**src/core/dword_alu_pkg.sv**
```systemverilog
`default_nettype none
package dword_alu_pkg;

  // ****************************************************************
  // Widths
  // ****************************************************************
  localparam int unsigned DATA_W  = 64;
  localparam int unsigned SHAMT_W = 6;
  localparam int unsigned AMOUNT_W = 5;
  localparam int unsigned FUNCT_W = 6;
  localparam int unsigned REG_W   = 5;
  localparam int unsigned SIGN_BIT = 63;

  // ****************************************************************
  // Function-field encodings of the special opcode group
  // ****************************************************************
  localparam logic [5:0] FN_LOGIC_RIGHT_VAR    = 6'h16;
  localparam logic [5:0] FN_ARITH_RIGHT_VAR    = 6'h17;
  localparam logic [5:0] FN_SUB_TRAP           = 6'h2e;
  localparam logic [5:0] FN_SUB_WRAP           = 6'h2f;
  localparam logic [5:0] FN_LOGIC_RIGHT_FIXED  = 6'h3a;
  localparam logic [5:0] FN_ARITH_RIGHT_FIXED  = 6'h3b;
  localparam logic [5:0] FN_LOGIC_RIGHT_PLUS32 = 6'h3e;
  localparam logic [5:0] FN_ARITH_RIGHT_PLUS32 = 6'h3f;

  localparam logic [63:0] DATA_RST = 64'h0;
  localparam logic [4:0]  REG_RST  = 5'h0;

  typedef enum {
    op_none,
    dword_arith_right_fixed,
    dword_arith_right_plus32,
    dword_arith_right_variable,
    dword_logic_right_fixed,
    dword_logic_right_plus32,
    dword_logic_right_variable,
    dword_subtract_trapping,
    dword_subtract_wrapping
  } alu_op_t;

  // Issue bundle from decode
  typedef struct packed {
    logic        valid;
    logic [5:0]  funct;
    logic [4:0]  shift_amount_field;
    logic [4:0]  dest;
    logic [63:0] first_source_register;
    logic [63:0] second_operand_register;
  } issue_t;

  // Write-back bundle to the register file
  typedef struct packed {
    logic        wr_en;
    logic [4:0]  dest;
    logic [63:0] data;
  } wb_t;

endpackage
`default_nettype wire

```
**src/core/dword_right_shifter.sv**
```systemverilog
`default_nettype none
module dword_right_shifter (
  input  wire logic [63:0] value,
  input  wire logic [5:0]  count,
  input  wire logic        arith,
  output logic      [63:0] result
);
  import dword_alu_pkg::*;

  logic [63:0] fill;

  // ****************************************************************
  // Shift core
  // ****************************************************************
  always_comb begin
    fill   = {DATA_W{arith & value[SIGN_BIT]}};
    // Fill mask marks the vacated upper bits
    result = (value >> count) | ~({DATA_W{1'b1}} >> count) & fill;
  end

endmodule
`default_nettype wire

```
**src/core/doubleword_shift_subtract_alu.sv**
```systemverilog
`default_nettype none
module doubleword_shift_subtract_alu (
  input  wire logic                 ref_clk,
  input  wire logic                 arst_n,
  input  wire dword_alu_pkg::issue_t issue,
  output var  dword_alu_pkg::wb_t    wb,
  output logic                      unknown_op,
  output logic                      overflow_exc
);
  import dword_alu_pkg::*;

  alu_op_t     op;
  logic [5:0]  count;
  logic        arith;
  logic [63:0] shifted;
  logic [63:0] diff;
  logic        ovf;
  logic        is_shift;
  wb_t         wb_reg;
  wb_t         wb_next;
  logic        exc_reg;
  logic        exc_next;
  logic        bad_reg;

  // ****************************************************************
  // Decode
  // ****************************************************************
  function automatic alu_op_t decode(input logic [5:0] fn);
    case (fn)
      FN_ARITH_RIGHT_FIXED:  decode = dword_arith_right_fixed;
      FN_ARITH_RIGHT_PLUS32: decode = dword_arith_right_plus32;
      FN_ARITH_RIGHT_VAR:    decode = dword_arith_right_variable;
      FN_LOGIC_RIGHT_FIXED:  decode = dword_logic_right_fixed;
      FN_LOGIC_RIGHT_PLUS32: decode = dword_logic_right_plus32;
      FN_LOGIC_RIGHT_VAR:    decode = dword_logic_right_variable;
      FN_SUB_TRAP:           decode = dword_subtract_trapping;
      FN_SUB_WRAP:           decode = dword_subtract_wrapping;
      default:               decode = op_none;
    endcase
  endfunction

  assign op = issue.valid ? decode(issue.funct) : op_none;

  // ****************************************************************
  // Shift count and fill
  // ****************************************************************
  always_comb begin
    count    = 6'h0;
    arith    = 1'b0;
    is_shift = 1'b1;
    case (op)
      dword_arith_right_fixed: begin
        count = {1'b0, issue.shift_amount_field};
        arith = 1'b1;
      end
      dword_arith_right_plus32: begin
        count = {1'b1, issue.shift_amount_field};
        arith = 1'b1;
      end
      dword_arith_right_variable: begin
        count = issue.first_source_register[SHAMT_W-1:0];
        arith = 1'b1;
      end
      dword_logic_right_fixed: count = {1'b0, issue.shift_amount_field};
      dword_logic_right_plus32: count = {1'b1, issue.shift_amount_field};
      dword_logic_right_variable: count = issue.first_source_register[SHAMT_W-1:0];
      default: is_shift = 1'b0;
    endcase
  end

  dword_right_shifter u_shift (
    .value  (issue.second_operand_register),
    .count  (count),
    .arith  (arith),
    .result (shifted)
  );

  // ****************************************************************
  // Subtract
  // ****************************************************************
  // signed overflow detect
  always_comb begin
    diff = issue.first_source_register - issue.second_operand_register;
    ovf  = (issue.first_source_register[SIGN_BIT] != issue.second_operand_register[SIGN_BIT])
         && (diff[SIGN_BIT] != issue.first_source_register[SIGN_BIT]);
  end

  always_comb begin
    wb_next  = '{wr_en: 1'b0, dest: issue.dest, data: DATA_RST};
    exc_next = 1'b0;
    if (is_shift) begin
      wb_next.wr_en = 1'b1;
      wb_next.data  = shifted;
    end else if (op == dword_subtract_trapping) begin
      wb_next.wr_en = !ovf;
      wb_next.data  = diff;
      exc_next      = ovf;
    end else if (op == dword_subtract_wrapping) begin
      wb_next.wr_en = 1'b1;
      wb_next.data  = diff;
    end
  end

  // ****************************************************************
  // Result stage
  // ****************************************************************
  always_ff @(posedge ref_clk or negedge arst_n) begin
    if (!arst_n) begin
      wb_reg <= '{wr_en: 1'b0, dest: REG_RST, data: DATA_RST};
    end else begin
      wb_reg <= wb_next;
    end
  end

  always_ff @(posedge ref_clk or negedge arst_n) begin
    if (!arst_n) begin
      exc_reg <= 1'b0;
    end else begin
      exc_reg <= exc_next;
    end
  end

  // Unknown functions are flagged, not silently dropped
  always_ff @(posedge ref_clk or negedge arst_n) begin
    if (!arst_n) begin
      bad_reg <= 1'b0;
    end else begin
      bad_reg <= issue.valid && (op == op_none);
    end
  end

  assign wb           = wb_reg;
  assign overflow_exc = exc_reg;
  assign unknown_op   = bad_reg;

  // ****************************************************************
  // Checks
  // ****************************************************************
  // Last cycle's operands, held only so the checks below can rebuild
  // the expected results without reusing the datapath above
  issue_t      chk_issue_reg;
  logic [63:0] chk_a;
  logic [63:0] chk_b;
  logic [4:0]  chk_amt;
  logic [64:0] chk_wide_diff;
  logic        chk_ovf;

  always_ff @(posedge ref_clk or negedge arst_n) begin
    if (!arst_n) begin
      chk_issue_reg <= '0;
    end else begin
      chk_issue_reg <= issue;
    end
  end

  // Overflow seen as a carry into a sign-extended 65-bit difference
  always_comb begin
    chk_a         = chk_issue_reg.first_source_register;
    chk_b         = chk_issue_reg.second_operand_register;
    chk_amt       = chk_issue_reg.shift_amount_field;
    chk_wide_diff = {chk_a[SIGN_BIT], chk_a} - {chk_b[SIGN_BIT], chk_b};
    chk_ovf       = chk_wide_diff[DATA_W] != chk_wide_diff[SIGN_BIT];
  end
endmodule
`default_nettype wire

```
**config.mk**
```make
export PLATFORM = sky130hd
export DESIGN_NAME = doubleword_shift_subtract_alu
export DESIGN_NICKNAME = d
export VERILOG_FILES = /design/src/core/dword_alu_pkg.sv /design/src/core/dword_right_shifter.sv /design/src/core/doubleword_shift_subtract_alu.sv
export SDC_FILE = /design/constraint.sdc
export NUM_CORES = 1
export LEC_CHECK = 0
export BUFFER_PORTS_ARGS = -buffer_cell sky130_fd_sc_hd__buf_4
export CORE_ASPECT_RATIO = 1.75
export CORE_MARGIN = 2
export CORE_UTILIZATION = 40
export CTS_BUF_LIST = sky130_fd_sc_hd__clkbuf_4
export DETAILED_ROUTE_END_ITERATION = 16
export PLACE_DENSITY = 0.65
export SETUP_SLACK_MARGIN = 0.5
export SLEW_MARGIN = 25
export SYNTH_ARGS = -nofsm -noshare
export SYNTH_HDL_FRONTEND = slang
export SYNTH_SLANG_ARGS = --single-unit
export TNS_END_PERCENT = 30
```
**constraint.sdc**
```tcl
create_clock -name ref_clk -period 0.8 [get_ports ref_clk]
set_input_delay 0.04 -clock ref_clk [delete_from_list [all_inputs] [get_ports ref_clk]]
set_output_delay 0.04 -clock ref_clk [all_outputs]
set_load 0.02 [all_outputs]
```
==> flow_metrics.tcl, run 1 <==
set metrics [dict create \
    cts_buffers 9 \
    synth_cell_types 79 \
    syn-num-nets 1724 \
    place_ws_ps -2400 \
    h-tree-depth 3 \
    ys.warnings.count 0 \
    track_usage_pct 73.5 \
    grt_max_degree 47 \
    yosysTopAreaCellShare_pct 16.2 \
    initial_core_util_pct 40.7 \
    ys_async_sr_fraction_pct 100 \
    tool.error "[ERROR GRT-0232] Routing congestion too high. Check the congestion heatmap in the GUI." \
    netlist_area_um2 11100 \
    status "did not finish" \
    row_count 80 \
    synthTopCellsByArea "dfrtp_1, mux2i_1, a21oi_1" \
    haltStage "global routing (5_1_grt)" \
    synth_area_leader_cell "dfrtp_1" \
    io_buffers 218 \
    synth_cells 1513 \
    dieWidth_um 130 \
    die_h_um 225 \
    synthFlopType "dfrtp_1" \
    clock_path_buffers 2 \
    grt-ovfl-total 170 \
    root_buffer "clkbuf_4" \
    synthTopCellsByCount "mux2i_1, a21oi_1, nand2_1, o21ai_0, nor2_1" \
    ys_ff_latch 72 \
    cts.sinks 72 \
    synth_seq_area_share_pct 16.2 \
    syn_area_per_cell_um2 7.35 \
    crit_endpoint "wb[69]$_DFF_PN0_/D" \
    worstEpCategory "register data pin" \
    synth_edf_count 0 \
    synth_most_common_cell "mux2i_1" \
    place.gp.congestion 1.10 \
    place_hpwl_um 55700 \
    pin_count 219 \
]
routing by layer:
metal	overflow	track usage [%]
met4	67	77.1
met5	0	6.42
met2	96	93.1
met1	2	72.9
met3	5	53.5
logic make-up after synthesis:
| family | share of synthesized area, % |
|---|---|
| and+or+nand+nor | 17.3 |
| AOI/OAI and AO/OA | 31.4 |
| adders and majority gates | 7.27 |
| xor gates and xnor gates | 4.25 |
| buffers and inverters | 6.78 |
| muxes | 16.8 |
| DFF | 16.2 |
timing repair:
| action | 4_1_cts |
|---|---|
| gates resized for setup | 429 |
| hold buffers | 6 |
| cloned | 5 |
| endpoints found under the setup margin | 139 |
| setup buffers | 67 |
| pin swaps | 121 |
| hold endpoints to repair | 82 |
stage by stage:
step,std cells,utilization [%],hold WS [ps],instance area (um^2)
2_1_floorplan,1513,-,-256,11900
3_3_place_gp,2650,68.0,-117,18600
3_5_place_dp,2650,68.0,-118,18600
4_1_cts,2744,78.5,-119,21500
==> inputs of run 2 (changes only) <==
--- a/config.mk
+++ b/config.mk
@@ -6,13 +6,10 @@
 export NUM_CORES = 1
 export LEC_CHECK = 0
 export BUFFER_PORTS_ARGS = -buffer_cell sky130_fd_sc_hd__buf_4
-export CORE_ASPECT_RATIO = 1.75
 export CORE_MARGIN = 2
-export CORE_UTILIZATION = 40
-export CTS_BUF_LIST = sky130_fd_sc_hd__clkbuf_4
+export CORE_UTILIZATION = 25
 export DETAILED_ROUTE_END_ITERATION = 16
-export PLACE_DENSITY = 0.65
-export SETUP_SLACK_MARGIN = 0.5
+export PLACE_DENSITY_LB_ADDON = 0.15
 export SLEW_MARGIN = 25
 export SYNTH_ARGS = -nofsm -noshare
 export SYNTH_HDL_FRONTEND = slang
==> run 2 against run 1 <==
The flow now finishes, with violations (negative setup slack); synthesized cell count unchanged; synthesized area stayed put.
==> flow_metrics.tcl, run 2 <==
set metrics [dict create \
    status "complete, but fails checks" \
    violations "negative setup slack" \
    final_net_count 2624 \
    final_max_slew_viol_count 0 \
    vias 16065 \
    synth_most_common_cell "mux2i_1" \
    synth_seq_area_share_pct 16.2 \
    grt_max_degree 41 \
    syn_area_per_cell_um2 7.35 \
    row_count 77 \
    worst_pin_slew_ps 612 \
    ys_async_sr_fraction_pct 100 \
    ys_ff_latch 72 \
    grt-ovfl-total 0 \
    grt_antenna_before_repair 0 \
    die_area_um2 46200 \
    period_minus_slack_ps 2620 \
    maxSlewHeadroom_pct 59.2 \
    worst-setup-path-type "input pin to flop" \
    track_usage_pct 30.5 \
    initial_core_util_pct 25.2 \
    period_share_pct 327 \
    first_pass_iters 5 \
    coreArea_um2 44000 \
    hold-path-cell-count 4 \
    leakage_nw 11.1 \
    dieWidth_um 215 \
    synth_cell_types 79 \
    clkSlewWorstSetupHoldPaths_ps 70 \
    post_dp_cell_area_um2 18900 \
    synth_area_leader_cell "dfrtp_1" \
    drt_iter0_markers 1167 \
    grt_pass1_wl_um 106000 \
    yosysTopAreaCellShare_pct 16.2 \
    die_h_um 215 \
    largest_reg_flops 70 \
    synthFlopType "dfrtp_1" \
    drive_above_1_share_pct 59.9 \
    fin_area_um2 23600 \
    grt_pass1_vias 16371 \
    place.gp.congestion 0.979 \
    finalSetupViolations 139 \
    synth_edf_count 0 \
    finalWirelength_um 72200 \
    vdd_drop_max_v 0.000702 \
    cp.required_ps 1090 \
    cts.sinks 72 \
    synthTopCellsByArea "dfrtp_1, mux2i_1, a21oi_1" \
    postRouteAntennaNets 0 \
    place_hpwl_um 56700 \
    pin_count 219 \
    syn-num-nets 1724 \
    synth_cells 1513 \
    ys.warnings.count 0 \
    num_antenna_cells 0 \
    final_cell_mix "buf_4, buf_6, nand2_1" \
    root_buffer "clkbuf_16" \
    cp-start-kind "input pin" \
    cap_violations 0 \
    crit_path_max_fanout 3 \
    syn2layout_area_growth_pct 113 \
    fmax_mhz 382 \
    io_buffers 218 \
    drc 0 \
    worstPathArrival_ps 2910 \
    setup.worst_path.end_class "flop" \
    h-tree-depth 3 \
    netlist_area_um2 11100 \
    final_common_cell "buf_4" \
    power_density_nw_per_um2 889 \
    place_ws_ps -2530 \
    fin_ws_ps -1820 \
    rsz0062_at_grt "yes" \
    cts_tree "yes" \
    hold_violations 0 \
    cts_buffers 9 \
    synthTopCellsByCount "mux2i_1, a21oi_1, nand2_1, o21ai_0, nor2_1" \
    hold_class "input pin to flop" \
    viasPerCell 5.34 \
    clock_path_buffers 2 \
    wl_per_cell_um 24.0 \
]
## run 2: cell counts after synthesis
No cell type changed its count.
## run 2: power by group
group	switching, mW	internal [mW]
sequential	0.0701	3.77
clock	1.96	2.37
combinational	6.30	6.54
## run 2: layout make-up
type	instances	area, um^2
Tap cell	592	741
Clock buffer	10	229
Multi-Input combinational cell	1257	11800
Clock inverter	4	47.5
Sequential cell	72	1800
Timing Repair Buffer	990	8660
Inverter	83	369
Fill cell	4210	20400
## run 2: final timing paths
path	startpoint	endpoint	slack (ps)
worst min-delay path	issue[127]	overflow_exc	30
worst max-delay path	issue[2]	wb[49]	-1820
min in group asynchronous	arst_n	wb[13]	160
max in group asynchronous	arst_n	wb[43]	380
## run 2: worst max-delay path: stages
cell,delay (ps)
buf_12,90
inv_12,30
ha_4,240
a21oi_2,220
a211oi_2,100
buf_4,170
nor4_4,230
o31ai_2,90
buf_4,150
o211ai_1,160
buf_4,170
o31ai_4,70
buf_12,140
buf_4,140
buf_4,140
a21boi_1,190
o21bai_1,90
xor2_1,150
a211o_1,290
## run 2: cell families after synthesis
kind of cell               share of synthesized area, %
buffers and inverters                              6.78
adders and majority gates                          7.27
DFF                                                16.2
AOI/OAI and AO/OA                                  31.4
muxes                                              16.8
and+or+nand+nor                                    17.3
xor gates and xnor gates                           4.25
## run 2: metrics by stage
step	util (%)	setup TNS, ps	std cells	power (mW)	hold slack, ps
CTS	50.5	-115080	2975	20.2	30.8
global placement	43.0	-147940	2882	14.1	45.7
detailed placement	43.0	-148500	2882	14.1	44.8
finish	53.7	-116290	3008	21.0	29.5
floorplan	-	-94110	1513	8.44	-256
global route	53.7	-122030	3008	22.0	49.3
## run 2: layer usage
metal  GRT usage (%)  share of wire [%]  wire, um  up-vias
met1            40.0                 44     31700     7875
met4            9.65                3.6      2590        0
li1                -                  -         -     7458
met5               0                  0         0        -
met3            5.27                5.8      4200      134
met2            50.9                 47     33700      598
## run 2: timing repair
| item | CTS | global route |
|---|---|---|
| setup endpoints to repair | 139 | 139 |
| cloned | 5 | 0 |
| resized for setup | 485 | 272 |
| setup buffers | 78 | 48 |
| hold endpoints to repair | 77 | 0 |
| pin swaps | 129 | 114 |
| hold buffers | 6 | 0 |
(Power assumes the default switching activity.)
==> inputs of run 3 (changes only) <==
--- a/config.mk
+++ b/config.mk
@@ -6,10 +6,9 @@
 export NUM_CORES = 1
 export LEC_CHECK = 0
 export BUFFER_PORTS_ARGS = -buffer_cell sky130_fd_sc_hd__buf_4
-export CORE_MARGIN = 2
 export CORE_UTILIZATION = 25
 export DETAILED_ROUTE_END_ITERATION = 16
-export PLACE_DENSITY_LB_ADDON = 0.15
+export PLACE_DENSITY_LB_ADDON = 0.25
 export SLEW_MARGIN = 25
 export SYNTH_ARGS = -nofsm -noshare
 export SYNTH_HDL_FRONTEND = slang
==> run 3 against run 2 <==
The flow still finishes with violations (negative setup slack); combinational power down 3%; critical endpoint is now wb[69]; largest power group unchanged; design area down 4.9%; fmax down 3.8%; highest routed layer unchanged; via count down 1.4%; critical path depth down 1.
==> flow_metrics.tcl, run 3 (synthesis results as in run 2) <==
set metrics [dict create \
    place.gp.congestion 0.945 \
    cp-start-kind "input pin" \
    finalWirelength_um 70500 \
    vias 15846 \
    violations "negative setup slack" \
    num_antenna_cells 0 \
    pin_count 219 \
    grt-ovfl-total 0 \
    clkSlewWorstSetupHoldPaths_ps 70 \
    track_usage_pct 30.8 \
    drt_iter0_markers 1291 \
    fin_area_um2 22500 \
    crit_path_max_fanout 3 \
    fin_ws_ps -1920 \
    cap_violations 0 \
    final_net_count 2579 \
    fmax_mhz 367 \
    root_buffer "clkbuf_16" \
    worst_pin_slew_ps 558 \
    first_pass_iters 6 \
    total_power_mw 21.1 \
    syn2layout_area_growth_pct 102 \
    place_hpwl_um 55800 \
    h-tree-depth 3 \
    cts.sinks 72 \
    drive_above_1_share_pct 55.2 \
    period_share_pct 340 \
    place_ws_ps -2560 \
    status "complete, but fails checks" \
    viasPerCell 5.36 \
    largest_reg_flops 70 \
    final_cell_mix "buf_4, buf_6, a21oi_1" \
    cts_tree "yes" \
    grt_antenna_before_repair 0 \
    finalSetupViolations 139 \
    hold_violations 0 \
    grt_max_degree 40 \
    clock_path_buffers 2 \
    period_minus_slack_ps 2720 \
    final_common_cell "buf_4" \
    dieWidth_um 213 \
    setup.worst_path.end_class "flop" \
    worstPathArrival_ps 3010 \
    coreArea_um2 43500 \
    hold_class "input pin to flop" \
    drc 0 \
    final_max_slew_viol_count 0 \
    fillers 4137 \
    io_buffers 218 \
    die_area_um2 45300 \
    leakage_nw 10.8 \
    grt_pass1_vias 16158 \
    wl_per_cell_um 23.8 \
    worst-setup-path-type "input pin to flop" \
    grt_pass1_wl_um 102000 \
    post_dp_cell_area_um2 18700 \
    postRouteAntennaNets 0 \
    cts_buffers 9 \
    row_count 76 \
    vdd_drop_max_v 0.000994 \
    die_h_um 213 \
    rsz0062_at_grt "yes" \
    power_density_nw_per_um2 938 \
    cp.required_ps 1080 \
    maxSlewHeadroom_pct 62.4 \
    initial_core_util_pct 25.6 \
]
## run 3: cell count changes in the layout (fill, tap and decap cells not counted), sizes merged
| cell | before | now |
|---|---|---|
| buf | 984 | 940 |
| clkinv | 2 | 1 |
| clkinvlp | 1 | 0 |
| inv | 83 | 87 |
| nand2 | 150 | 149 |
## run 3: repair_timing
item | in CTS | in global routing
pin swaps | 114 | 74
gates cloned | 4 | 0
hold buffers | 6 | 0
buffers inserted | 62 | 34
hold endpoints to repair | 77 | 0
endpoints found under the setup margin | 139 | 139
resized for setup | 409 | 178
## run 3: where the power goes
group | internal, mW | switching, mW
clock network | 2.56 | 2.24
logic | 6.31 | 6.13
registers | 3.76 | 0.0728
total | 12.6 | 8.44
## run 3: layout make-up
type / count / area [um^2] / area share, %
clock buffer: 10 / 239 / 1.06
clock inverter: 6 / 73.8 / 0.329
inverter: 83 / 369 / 1.64
multi-input combinational: 1256 / 11100 / 49.3
sequential: 72 / 1800 / 8.02
tap: 585 / 732 / 3.26
timing repair buffer: 946 / 8180 / 36.4
## run 3: worst paths after layout
check                            from      endpoint  slack, ps  cells past startpoint
setup / recovery             issue[2]        wb[69]      -1920                     18
hold / removal             issue[127]  overflow_exc         40                      4
max in group asynchronous      arst_n        wb[53]        390                      3
min in group asynchronous      arst_n        wb[68]        160                      3
## run 3: metal layers
metal / share of wire [%] / global-route usage (%) / vias to the layer above
li1: - / - / 7380
met1: 44 / 40.9 / 7750
met2: 47 / 51.9 / 604
met3: 5.4 / 4.12 / 112
met4: 3.0 / 8.61 / 0
met5: 0 / 0 / -
## run 3: critical path, cell delays in order
cell	delay (ps)
buf_12	90
inv_12	30
ha_4	260
nand3b_1	160
a211oi_2	240
buf_4	190
nor4_4	60
o31ai_2	270
buf_4	170
o211ai_1	90
buf_4	180
o31ai_4	210
buf_12	160
a41oi_4	130
o31ai_4	230
buf_6	150
mux2i_4	60
mux2_4	270
## run 3: metrics by stage
step	hold WS [ps]	setup TNS, ps	util (%)	instances
final	38.3	-117260	51.7	2958
after global routing	52.4	-123870	51.7	2958
after CTS	38.3	-116400	49.2	2930
after detailed placement	35.2	-145870	43.0	2848
after global placement	32.9	-144960	43.0	2848
after floorplan	-256	-94110	-	1513
